[config.mk]
export PLATFORM = sky130hd
export DESIGN_NAME = dmrc_ctrl_flat
export DESIGN_NICKNAME = d
export VERILOG_FILES = /design/src/core/dmrc_pkg.sv /design/src/core/dmrc_if.sv /design/src/core/dmrc_ctrl.sv /design/src/flat_wrapper.sv
export VERILOG_INCLUDE_DIRS = /design/src /design/src/core
export SDC_FILE = /design/constraint.sdc
export NUM_CORES = 1
export LEC_CHECK = 0
export ABC_CLOCK_PERIOD_IN_PS = 2200
export BUFFER_PORTS_ARGS = -buffer_cell sky130_fd_sc_hd__buf_2
export CAP_MARGIN = 40
export CORE_AREA = 2 2 119 121
export CTS_BUF_LIST = sky130_fd_sc_hd__clkbuf_16
export DETAILED_ROUTE_END_ITERATION = 12
export DIE_AREA = 0 0 121 123
export HOLD_SLACK_MARGIN = 0.1
export PLACE_DENSITY = 0.86
export SETUP_SLACK_MARGIN = 0.2
export SYNTH_ARGS = -nofsm -noshare
export SYNTH_HDL_FRONTEND = slang
export SYNTH_SLANG_ARGS = --single-unit
[constraint.sdc]
create_clock -name aclk -period 2.2 [get_ports aclk]
set_input_delay 0.22 -clock aclk [delete_from_list [all_inputs] [get_ports aclk]]
set_output_delay 0.22 -clock aclk [all_outputs]
set_load 0.1 [all_outputs]
[src/core/dmrc_map.svh]
// offsets, field positions, reset values and timing counts of the mode register command unit
`ifndef DMRC_MAP_SVH
`define DMRC_MAP_SVH
`define DMRC_CLK_NS          40
`define DMRC_CYC_CEIL(ns)    (((ns) + `DMRC_CLK_NS - 1) / `DMRC_CLK_NS)
`define DMRC_T_INITIAL_IMPEDANCE_CAL_NS     1000
`define DMRC_T_ZQLONG_NS     360
`define DMRC_T_ZQSHORT_NS    90
`define DMRC_T_IMPEDANCE_DEFAULT_RESET_NS    50
`define DMRC_T_INIT_NS       1000
`define DMRC_T_TSI_MS        32
`define DMRC_INITIAL_IMPEDANCE_CAL_CYC      `DMRC_CYC_CEIL(`DMRC_T_INITIAL_IMPEDANCE_CAL_NS)
`define DMRC_ZQLONG_CYC      `DMRC_CYC_CEIL(`DMRC_T_ZQLONG_NS)
`define DMRC_ZQSHORT_CYC     `DMRC_CYC_CEIL(`DMRC_T_ZQSHORT_NS)
`define DMRC_IMPEDANCE_DEFAULT_RESET_CYC     `DMRC_CYC_CEIL(`DMRC_T_IMPEDANCE_DEFAULT_RESET_NS)
`define DMRC_INIT_CYC        `DMRC_CYC_CEIL(`DMRC_T_INIT_NS)
`define DMRC_TSI_CYC         ((`DMRC_T_TSI_MS * 1000000) / `DMRC_CLK_NS)
`define DMRC_MRW_CYC         10
`define DMRC_READ_LAT        6
`define DMRC_BURST           8
`define DMRC_MA_TEMP         8'h04
`define DMRC_MA_ZQ           8'h0A
`define DMRC_MA_PAT_A        8'h20
`define DMRC_MA_PAT_B        8'h28
`define DMRC_MA_RESET        8'h3F
`define DMRC_OP_ZQ_INIT      8'hFF
`define DMRC_OP_ZQ_LONG      8'hAB
`define DMRC_OP_ZQ_SHORT     8'h56
`define DMRC_OP_ZQ_RESET     8'hC3
`define DMRC_OP_RESET_SAFE   8'hFC
`define DMRC_PAT_A           8'h55
`define DMRC_PAT_B           8'h33
`define DMRC_MR_RESET_VAL    8'h00
`define DMRC_CA_WRITE        4'h0
`define DMRC_CA_READ         4'h8
`define DMRC_TEMP_MARGIN_C   2
`define DMRC_TEMP_HOT_C      85
`define DMRC_TEMP_MAX_C      105
`define DMRC_TCODE_NORMAL    3'h3
`define DMRC_TCODE_HOT       3'h5
`define DMRC_TCODE_MAX       3'h7
`define DMRC_OFF_CMD         8'h00
`define DMRC_OFF_STAT        8'h04
`define DMRC_OFF_RDATA       8'h08
`define DMRC_OFF_PAT         8'h0C
`define DMRC_OFF_CTRL        8'h10
`define DMRC_CMD_OP_LSB      0
`define DMRC_CMD_MA_LSB      8
`define DMRC_CMD_RD_BIT      16
`define DMRC_STAT_BUSY_BIT   0
`define DMRC_STAT_REFUSE_BIT 1
`define DMRC_STAT_RDONE_BIT  2
`define DMRC_CTRL_ODT_BIT    0
`define DMRC_RESP_OKAY       2'h0
`define DMRC_RESP_SLVERR     2'h2
`endif

[src/core/dmrc_pkg.sv]
// types and shared helpers of the mode register command unit
`include "dmrc_map.svh"
package dmrc_pkg;
    typedef enum logic [1:0] {DS_IDLE, DS_MRW_WAIT, DS_AUTO_INIT, DS_ZQ} dmrc_dev_state_t;
    typedef enum logic [2:0] {CS_IDLE, CS_ODT_OFF, CS_PRE, CS_ISSUE, CS_POST, CS_WAIT}
        dmrc_ctl_state_t;
    typedef logic [2:0] dmrc_temp_code_t;
    typedef logic [7:0] dmrc_byte_t;

    // zero for an operand that starts no calibration
    function automatic logic [31:0] dmrc_zq_cycles(input dmrc_byte_t op);
        logic [31:0] c;
        c = 32'h0;
        unique case (op)
            `DMRC_OP_ZQ_INIT:  c = 32'(`DMRC_INITIAL_IMPEDANCE_CAL_CYC);
            `DMRC_OP_ZQ_LONG:  c = 32'(`DMRC_ZQLONG_CYC);
            `DMRC_OP_ZQ_SHORT: c = 32'(`DMRC_ZQSHORT_CYC);
            `DMRC_OP_ZQ_RESET: c = 32'(`DMRC_IMPEDANCE_DEFAULT_RESET_CYC);
            default:           c = 32'h0;
        endcase
        return c;
    endfunction : dmrc_zq_cycles
endpackage : dmrc_pkg

[src/core/dmrc_if.sv]
// command/address link between controller and memory die
`timescale 1ns/1ns
interface dmrc_if;
    logic        cs_n;
    logic        cke;
    logic        termination_control;
    logic [9:0]  ca_rise;
    logic [9:0]  ca_fall;
    logic [15:0] dq;
    logic        dq_oe_n;
    logic        dqs;
    modport dev (input cs_n, cke, termination_control, ca_rise, ca_fall,
                 output dq, dq_oe_n, dqs);
    modport ctl (output cs_n, cke, termination_control, ca_rise, ca_fall,
                 input dq, dq_oe_n, dqs);
endinterface : dmrc_if

[src/core/dmrc_ctrl.sv]
// controller end: AXI4-Lite command registers driving the command/address link
`timescale 1ns/1ns
`include "dmrc_map.svh"
module dmrc_ctrl #(
    parameter int unsigned INIT_CYC = `DMRC_INIT_CYC,
    parameter int unsigned MRW_CYC  = `DMRC_MRW_CYC,
    parameter int unsigned READ_LAT = `DMRC_READ_LAT
) (
    // clock and reset
    input  wire logic        aclk,
    input  wire logic        aresetn,
    // axi4-lite slave
    input  wire logic [7:0]  awaddr,
    input  wire logic        awvalid,
    output logic             awready,
    input  wire logic [31:0] wdata,
    input  wire logic [3:0]  wstrb,
    input  wire logic        wvalid,
    output logic             wready,
    output logic [1:0]       bresp,
    output logic             bvalid,
    input  wire logic        bready,
    input  wire logic [7:0]  araddr,
    input  wire logic        arvalid,
    output logic             arready,
    output logic [31:0]      rdata,
    output logic [1:0]       rresp,
    output logic             rvalid,
    input  wire logic        rready,
    // link to the memory die
    dmrc_if.ctl              link
);
    import dmrc_pkg::*;

    if (READ_LAT < 1 || INIT_CYC < 1 || MRW_CYC < 1) begin : g_chk
        $error("dmrc_ctrl: parameter out of range");
    end

    dmrc_ctl_state_t state_reg;
    logic [31:0]     cnt_reg;
    logic [7:0]      aw_addr_reg;
    logic [31:0]     w_data_reg;
    logic [3:0]      w_strb_reg;
    logic [7:0]      ma_reg;
    logic [7:0]      op_reg;
    logic            rd_reg;
    logic            odt_en_reg;
    logic            refused_reg;
    logic            rdone_reg;
    logic [7:0]      rbyte_reg;
    logic [7:0]      pat_reg;
    logic [2:0]      bidx_reg;
    logic            do_write;
    logic            launch;
    logic            is_zq;

    assign do_write = !awready && !wready && !bvalid;
    assign launch   = do_write && aw_addr_reg == `DMRC_OFF_CMD && w_strb_reg[2:0] == 3'h7;
    assign is_zq    = !rd_reg && ma_reg == `DMRC_MA_ZQ;

    // axi write channels, taken in either order
    always_ff @(posedge aclk) begin
        if (!aresetn) begin
            awready     <= 1'b1;
            wready      <= 1'b1;
            bvalid      <= 1'b0;
            bresp       <= `DMRC_RESP_OKAY;
            aw_addr_reg <= 8'h00;
            w_data_reg  <= 32'h0;
            w_strb_reg  <= 4'h0;
            odt_en_reg  <= 1'b0;
        end else begin
            if (awvalid && awready) begin
                awready     <= 1'b0;
                aw_addr_reg <= awaddr;
            end
            if (wvalid && wready) begin
                wready     <= 1'b0;
                w_data_reg <= wdata;
                w_strb_reg <= wstrb;
            end
            if (do_write) begin
                awready <= 1'b1;
                wready  <= 1'b1;
                bvalid  <= 1'b1;
                bresp   <= `DMRC_RESP_OKAY;
                if (aw_addr_reg == `DMRC_OFF_CTRL && w_strb_reg[0]) begin
                    odt_en_reg <= w_data_reg[`DMRC_CTRL_ODT_BIT];
                end else if (aw_addr_reg > `DMRC_OFF_CTRL || aw_addr_reg[1:0] != 2'h0) begin
                    bresp <= `DMRC_RESP_SLVERR;
                end
            end else if (bvalid && bready) begin
                bvalid <= 1'b0;
            end
        end
    end

    // axi read channel
    always_ff @(posedge aclk) begin
        if (!aresetn) begin
            arready <= 1'b1;
            rvalid  <= 1'b0;
            rdata   <= 32'h0;
            rresp   <= `DMRC_RESP_OKAY;
        end else if (arvalid && arready) begin
            arready <= 1'b0;
            rvalid  <= 1'b1;
            rresp   <= `DMRC_RESP_OKAY;
            unique case (araddr)
                `DMRC_OFF_CMD:   rdata <= {15'h0, rd_reg, ma_reg, op_reg};
                `DMRC_OFF_STAT:  rdata <= {29'h0, rdone_reg, refused_reg, state_reg != CS_IDLE};
                `DMRC_OFF_RDATA: rdata <= {24'h0, rbyte_reg};
                `DMRC_OFF_PAT:   rdata <= {24'h0, pat_reg};
                `DMRC_OFF_CTRL:  rdata <= {31'h0, odt_en_reg};
                default: begin
                    rdata <= 32'h0;
                    rresp <= `DMRC_RESP_SLVERR;
                end
            endcase
        end else if (rvalid && rready) begin
            rvalid  <= 1'b0;
            arready <= 1'b1;
        end
    end

    // command sequence: optional termination drop, stable bus, strobe, stable bus, wait
    always_ff @(posedge aclk) begin
        if (!aresetn) begin
            state_reg   <= CS_IDLE;
            cnt_reg     <= 32'h0;
            ma_reg      <= 8'h00;
            op_reg      <= 8'h00;
            rd_reg      <= 1'b0;
            refused_reg <= 1'b0;
            link.cs_n   <= 1'b1;
            link.cke    <= 1'b1;
            link.ca_rise <= 10'h000;
            link.ca_fall <= 10'h000;
            link.termination_control <= 1'b0;
        end else begin
            link.cke <= 1'b1;
            link.termination_control <= odt_en_reg && !(is_zq && state_reg != CS_IDLE);
            unique case (state_reg)
                CS_IDLE: begin
                    if (launch) begin
                        rd_reg    <= w_data_reg[`DMRC_CMD_RD_BIT];
                        ma_reg    <= w_data_reg[`DMRC_CMD_MA_LSB +: 8];
                        op_reg    <= w_data_reg[`DMRC_CMD_OP_LSB +: 8];
                        state_reg <= CS_ODT_OFF;
                    end
                end
                CS_ODT_OFF: begin
                    // termination goes low at the end of this cycle, two cycles before any calibration strobe
                    if (!rd_reg && ma_reg == `DMRC_MA_RESET) begin
                        op_reg <= `DMRC_OP_RESET_SAFE;
                    end
                    state_reg <= CS_PRE;
                end
                CS_PRE: begin
                    link.ca_rise <= {ma_reg[5:0], rd_reg ? `DMRC_CA_READ : `DMRC_CA_WRITE};
                    link.ca_fall <= {op_reg, ma_reg[7:6]};
                    state_reg    <= CS_ISSUE;
                end
                CS_ISSUE: begin
                    link.cs_n <= 1'b0;
                    state_reg <= CS_POST;
                    if (rd_reg) begin
                        cnt_reg <= 32'(READ_LAT + `DMRC_BURST + 1);
                    end else if (ma_reg == `DMRC_MA_RESET) begin
                        cnt_reg <= INIT_CYC + 1;
                    end else if (is_zq && dmrc_zq_cycles(op_reg) != 32'h0) begin
                        cnt_reg <= dmrc_zq_cycles(op_reg) + 32'h1;
                    end else begin
                        cnt_reg <= MRW_CYC + 1;
                    end
                end
                CS_POST: begin
                    link.cs_n <= 1'b1;
                    cnt_reg   <= cnt_reg - 32'h1;
                    state_reg <= CS_WAIT;
                end
                CS_WAIT: begin
                    // only no-ops go out while waiting
                    if (cnt_reg <= 32'h1) begin
                        state_reg <= CS_IDLE;
                    end else begin
                        cnt_reg <= cnt_reg - 32'h1;
                    end
                end
            endcase
            if (launch && state_reg != CS_IDLE) begin
                refused_reg <= 1'b1;
            end else if (launch) begin
                refused_reg <= 1'b0;
            end
        end
    end

    // capture of a read burst; rdone stays until the next command
    always_ff @(posedge aclk) begin
        if (!aresetn) begin
            bidx_reg  <= 3'h0;
            rbyte_reg <= 8'h00;
            pat_reg   <= 8'h00;
            rdone_reg <= 1'b0;
        end else if (state_reg == CS_ISSUE) begin
            bidx_reg  <= 3'h0;
            rdone_reg <= 1'b0;
        end else if (!link.dq_oe_n && rd_reg) begin
            if (bidx_reg == 3'h0) begin
                rbyte_reg <= link.dq[7:0];
            end
            pat_reg[bidx_reg] <= link.dq[0];
            bidx_reg          <= bidx_reg + 3'h1;
            rdone_reg         <= bidx_reg == 3'h7;
        end
    end
endmodule : dmrc_ctrl

[src/flat_wrapper.sv]
// flat-port wrapper written by rule: the top's interface ports become plain ports
module dmrc_ctrl_flat import dmrc_pkg::*;
#(
    parameter int unsigned INIT_CYC = `DMRC_INIT_CYC,
    parameter int unsigned MRW_CYC  = `DMRC_MRW_CYC,
    parameter int unsigned READ_LAT = `DMRC_READ_LAT
)
  (aclk, aresetn, awaddr, awvalid, awready, wdata, wstrb, wvalid, wready, bresp, bvalid, bready, araddr, arvalid, arready, rdata, rresp, rvalid, rready, link_cs_n, link_cke, link_termination_control, link_ca_rise, link_ca_fall, link_dq, link_dq_oe_n, link_dqs);
  dmrc_if link_i ();
  input  wire logic aclk;
  input  wire logic aresetn;
  input  wire logic [7:0] awaddr;
  input  wire logic awvalid;
  output logic awready;
  input  wire logic [31:0] wdata;
  input  wire logic [3:0] wstrb;
  input  wire logic wvalid;
  output logic wready;
  output logic [1:0] bresp;
  output logic bvalid;
  input  wire logic bready;
  input  wire logic [7:0] araddr;
  input  wire logic arvalid;
  output logic arready;
  output logic [31:0] rdata;
  output logic [1:0] rresp;
  output logic rvalid;
  input  wire logic rready;
  output wire logic [$bits(link_i.cs_n)-1:0] link_cs_n;
  output wire logic [$bits(link_i.cke)-1:0] link_cke;
  output wire logic [$bits(link_i.termination_control)-1:0] link_termination_control;
  output wire logic [$bits(link_i.ca_rise)-1:0] link_ca_rise;
  output wire logic [$bits(link_i.ca_fall)-1:0] link_ca_fall;
  input wire logic [$bits(link_i.dq)-1:0] link_dq;
  input wire logic [$bits(link_i.dq_oe_n)-1:0] link_dq_oe_n;
  input wire logic [$bits(link_i.dqs)-1:0] link_dqs;
  assign link_cs_n = link_i.cs_n;
  assign link_cke = link_i.cke;
  assign link_termination_control = link_i.termination_control;
  assign link_ca_rise = link_i.ca_rise;
  assign link_ca_fall = link_i.ca_fall;
  assign link_i.dq = link_dq;
  assign link_i.dq_oe_n = link_dq_oe_n;
  assign link_i.dqs = link_dqs;
  dmrc_ctrl #(.INIT_CYC(INIT_CYC), .MRW_CYC(MRW_CYC), .READ_LAT(READ_LAT)) u_core (.aclk(aclk), .aresetn(aresetn), .awaddr(awaddr), .awvalid(awvalid), .awready(awready), .wdata(wdata), .wstrb(wstrb), .wvalid(wvalid), .wready(wready), .bresp(bresp), .bvalid(bvalid), .bready(bready), .araddr(araddr), .arvalid(arvalid), .arready(arready), .rdata(rdata), .rresp(rresp), .rvalid(rvalid), .rready(rready), .link(link_i));
endmodule
==> results.sh <==
export IMPL_htreeDepth=4
export IMPL_status="finished, violations left"
export IMPL_synth_main_ff_cell="dfxtp_1"
export IMPL_synth_most_common_cell="dfxtp_1"
export IMPL_synth_top_cell_area_share=0.442
export IMPL_critPathArrivalTime_ps=2600
export IMPL_totalWireLength_um=23000
export IMPL_grt_max_degree=67
export IMPL_cp_num_buf_inv=1
export IMPL_start_util=0.482
export IMPL_grtUsageTotal=0.267
export IMPL_synth_area_um2=6570
export IMPL_place_congestion=0.877
export IMPL_clkSlewWorstSetupHoldPaths_ps=60
export IMPL_cts_buffers_inserted=17
export IMPL_worst_slew_pin_slew_ps=809
export IMPL_cp_slowest_cell="or4_4"
export IMPL_drt_pass1_iter_count=6
export IMPL_drive_gt1_frac=0.347
export IMPL_core_area_um2=13600
export IMPL_dieHeight_um=123
export IMPL_grt_pass1_vias=6545
export IMPL_drtIter0Drc=740
export IMPL_yosys_mux_area_fraction=0.0631
export IMPL_ys_warn_count=0
export IMPL_synthAdderAreaFrac=0.0133
export IMPL_row_count=43
export IMPL_setup_viol=10
export IMPL_grt_ovfl_total=0
export IMPL_largest_reg_flops=32
export IMPL_ys_async_sr_fraction=0
export IMPL_die_w_um=121
export IMPL_synth_area_leaders="dfxtp_1, nand2_1, a21oi_1, mux2i_1, nand3_1"
export IMPL_synth_edf_count=0
export IMPL_irDropWorstVdd_mv=0.555
export IMPL_drc=0
export IMPL_hold_class="input pin to register"
export IMPL_synth_top_family_by_area="simple AND/OR/NAND/NOR gates"
export IMPL_finalSetupTns_ps=-464
export IMPL_port_buffers=94
export IMPL_ys_ff_latch=145
export IMPL_drv_cap=0
export IMPL_crit_chain="or4_4 > or4_4 > buf_12 > nor2_4 > nand2_4 > o221a_2"
export IMPL_clock_fmax_mhz=438
export IMPL_critPathTopFamily="simple AND/OR/NAND/NOR gates"
export IMPL_power_leakage_nw=3.79
export IMPL_final_period_utilization=1.04
export IMPL_hp_start="link_dq[0]"
export IMPL_vias=7124
export IMPL_hold_viol=0
export IMPL_layout_nets=1060
export IMPL_skew_ps=16.0
export IMPL_hpwl_um=12000
export IMPL_max_stage_delay_ps=600
export IMPL_synth_cell_types=62
export IMPL_clkLatencyLatePin_ps=440
export IMPL_synth_compound_area_frac=0.170
export IMPL_worstPathMaxFanout=6
export IMPL_cts_buffer_depth=2
export IMPL_fin_crit_ps=2280
export IMPL_cts_tree="done"
export IMPL_slew_headroom=0.460
export IMPL_startpoint_type="register"
export IMPL_crit_top_cell="or4_4"
export IMPL_synth_simple_area_share=0.249
export IMPL_synth_avg_cell_area_um2=8.42
export IMPL_required_ps=2510
export IMPL_end_kind="register"
export IMPL_layout_setup_ws_ps=-82.4
export IMPL_ios=141
export IMPL_synth_cells=780
export IMPL_viasPerCell=6.09
export IMPL_syn2layout_area_growth_pct=42.1
export IMPL_antenna_found_initial=0
export IMPL_regArea_um2=2940
export IMPL_synth_area_leader_cell="dfxtp_1"
export IMPL_powerDensity_nw_per_um2=645
export IMPL_postRouteAntennaNets=0
export IMPL_critPathKind="register to register"
export IMPL_synthTopCellsByCount="dfxtp_1, nand2_1, a21oi_1, nor2_1, clkbuf_1"
export IMPL_dieArea_um2=14900
export IMPL_synth_seq_area_share=0.442
export IMPL_multi_input_area_um2=3920
export IMPL_rsz0062_at_grt="yes"
export IMPL_final_max_slew_viol_count=0
export IMPL_grt_pass1_wl_um=31600
export IMPL_reg2reg_from="u_core.aw_addr_reg[1]"
export IMPL_crit_path_start="u_core.aw_addr_reg[1]"
export IMPL_synthXorXnorAreaFrac=0.00267
export IMPL_clock_sinks=145
export IMPL_violations="setup timing"
export IMPL_finalPower_mw=6.02
export IMPL_clockRootBuffer="clkbuf_16"
export IMPL_nFillCells=867
export IMPL_wl_per_cell_um=19.7
export IMPL_num_antenna_cells=0
==> worst reg2reg max path, cell delays in order, from the launching register on <==
cell and delay [ps]:
dfxtp_2 320, or4_4 530, or4_4 600, buf_12 160
nor2_4 140, nand2_4 100, o221a_2 310
==> cells in the final DEF (no fill, tap or decap), types with 6 or more instances in the layout <==
| master | Yosys | final |
|---|---|---|
| nand2_1 | 136 | 132 |
| dfxtp_1 | 145 | 127 |
| buf_2 | 5 | 95 |
| a21oi_1 | 84 | 76 |
| buf_4 | 22 | 75 |
| nor2_1 | 48 | 45 |
| nand3_1 | 40 | 39 |
| dlygate4sd3_1 | 0 | 39 |
| mux2i_1 | 29 | 29 |
| conb_1 | 2 | 21 |
| or3_1 | 24 | 17 |
| clkbuf_16 | 0 | 17 |
| o21ai_0 | 20 | 13 |
| buf_6 | 0 | 13 |
| or4_4 | 1 | 11 |
| dfxtp_2 | 0 | 11 |
| a22oi_1 | 9 | 9 |
| nor4_4 | 0 | 8 |
| a21oi_2 | 0 | 8 |
| inv_1 | 10 | 7 |
| nor3_1 | 13 | 7 |
| nand2b_1 | 7 | 7 |
| or3_4 | 0 | 7 |
| o31ai_1 | 12 | 7 |
| mux2_2 | 7 | 7 |
| dfxtp_4 | 0 | 7 |
| o221a_2 | 6 | 6 |
| a22o_1 | 6 | 6 |
==> what timing repair did <==
action,in CTS,in global routing
hold buffers,39,0
endpoints found under the hold margin,39,0
pin swaps,29,29
setup buffers,16,23
endpoints found under the setup margin,44,56
gates resized for setup,55,79
gates cloned,3,1
==> per-stage QoR <==
stage	area, um^2	util	hold slack [ps]	setup WS (ps)	std cells
floorplan	6740	-	356	60.3	799
global placement	7480	0.549	440	-44.9	1055
detailed placement	7480	0.549	445	-124	1055
CTS	8820	0.648	101	-6.74	1145
global route	9330	0.685	154	-119	1169
finish	9330	0.685	134	-82.4	1169
==> report_power, final <==
group	total, mW	internal (mW)	leakage (nW)	switching, mW
Combinational	0.568	0.148	2.35	0.420
Clock	2.76	1.56	0.262	1.20
Sequential	2.69	2.66	1.18	0.0321
==> worst paths after layout <==
kind                                               end  slack (ps)  cells past startpoint
worst max-delay path                  u_core.op_reg[7]         -80                      6
worst min-delay path                 u_core.pat_reg[0]         130                      3
worst max register to register        u_core.op_reg[7]         -80                      6
worst min register to register  u_core.link.ca_rise[4]         450                      2
==> layer usage <==
layer | track usage | wire (um) | vias to the layer above
met2 | 0.478 | 11700 | 487
met3 | 0.0581 | 1990 | 128
li1 | - | - | 3157
met1 | 0.297 | 8100 | 3352
met4 | 0.141 | 1240 | 0
met5 | 0 | 0 | -
==> final cells by class <==
class / instances / share of cell area
Clock buffer: 17 / 0.0456
Clock inverter: 15 / 0.0143
Inverter: 10 / 0.00429
Multi-Input combinational cell: 576 / 0.420
Sequential cell: 145 / 0.315
Tap cell: 180 / 0.0241
Timing Repair Buffer: 226 / 0.176
==> logic make-up (layout without fill, tap and decap cells) <==
kind of cell    count (synthesis)  in the layout
buf+inv                        78            268
other cells                     2             21
simple gates                  335            335
compound gates                173            173
fa+ha+maj                       7              7
xor+xnor                        2              2
flops                         145            145
mux                            38             38
Note: power is estimated with default switching activity, not from simulation.
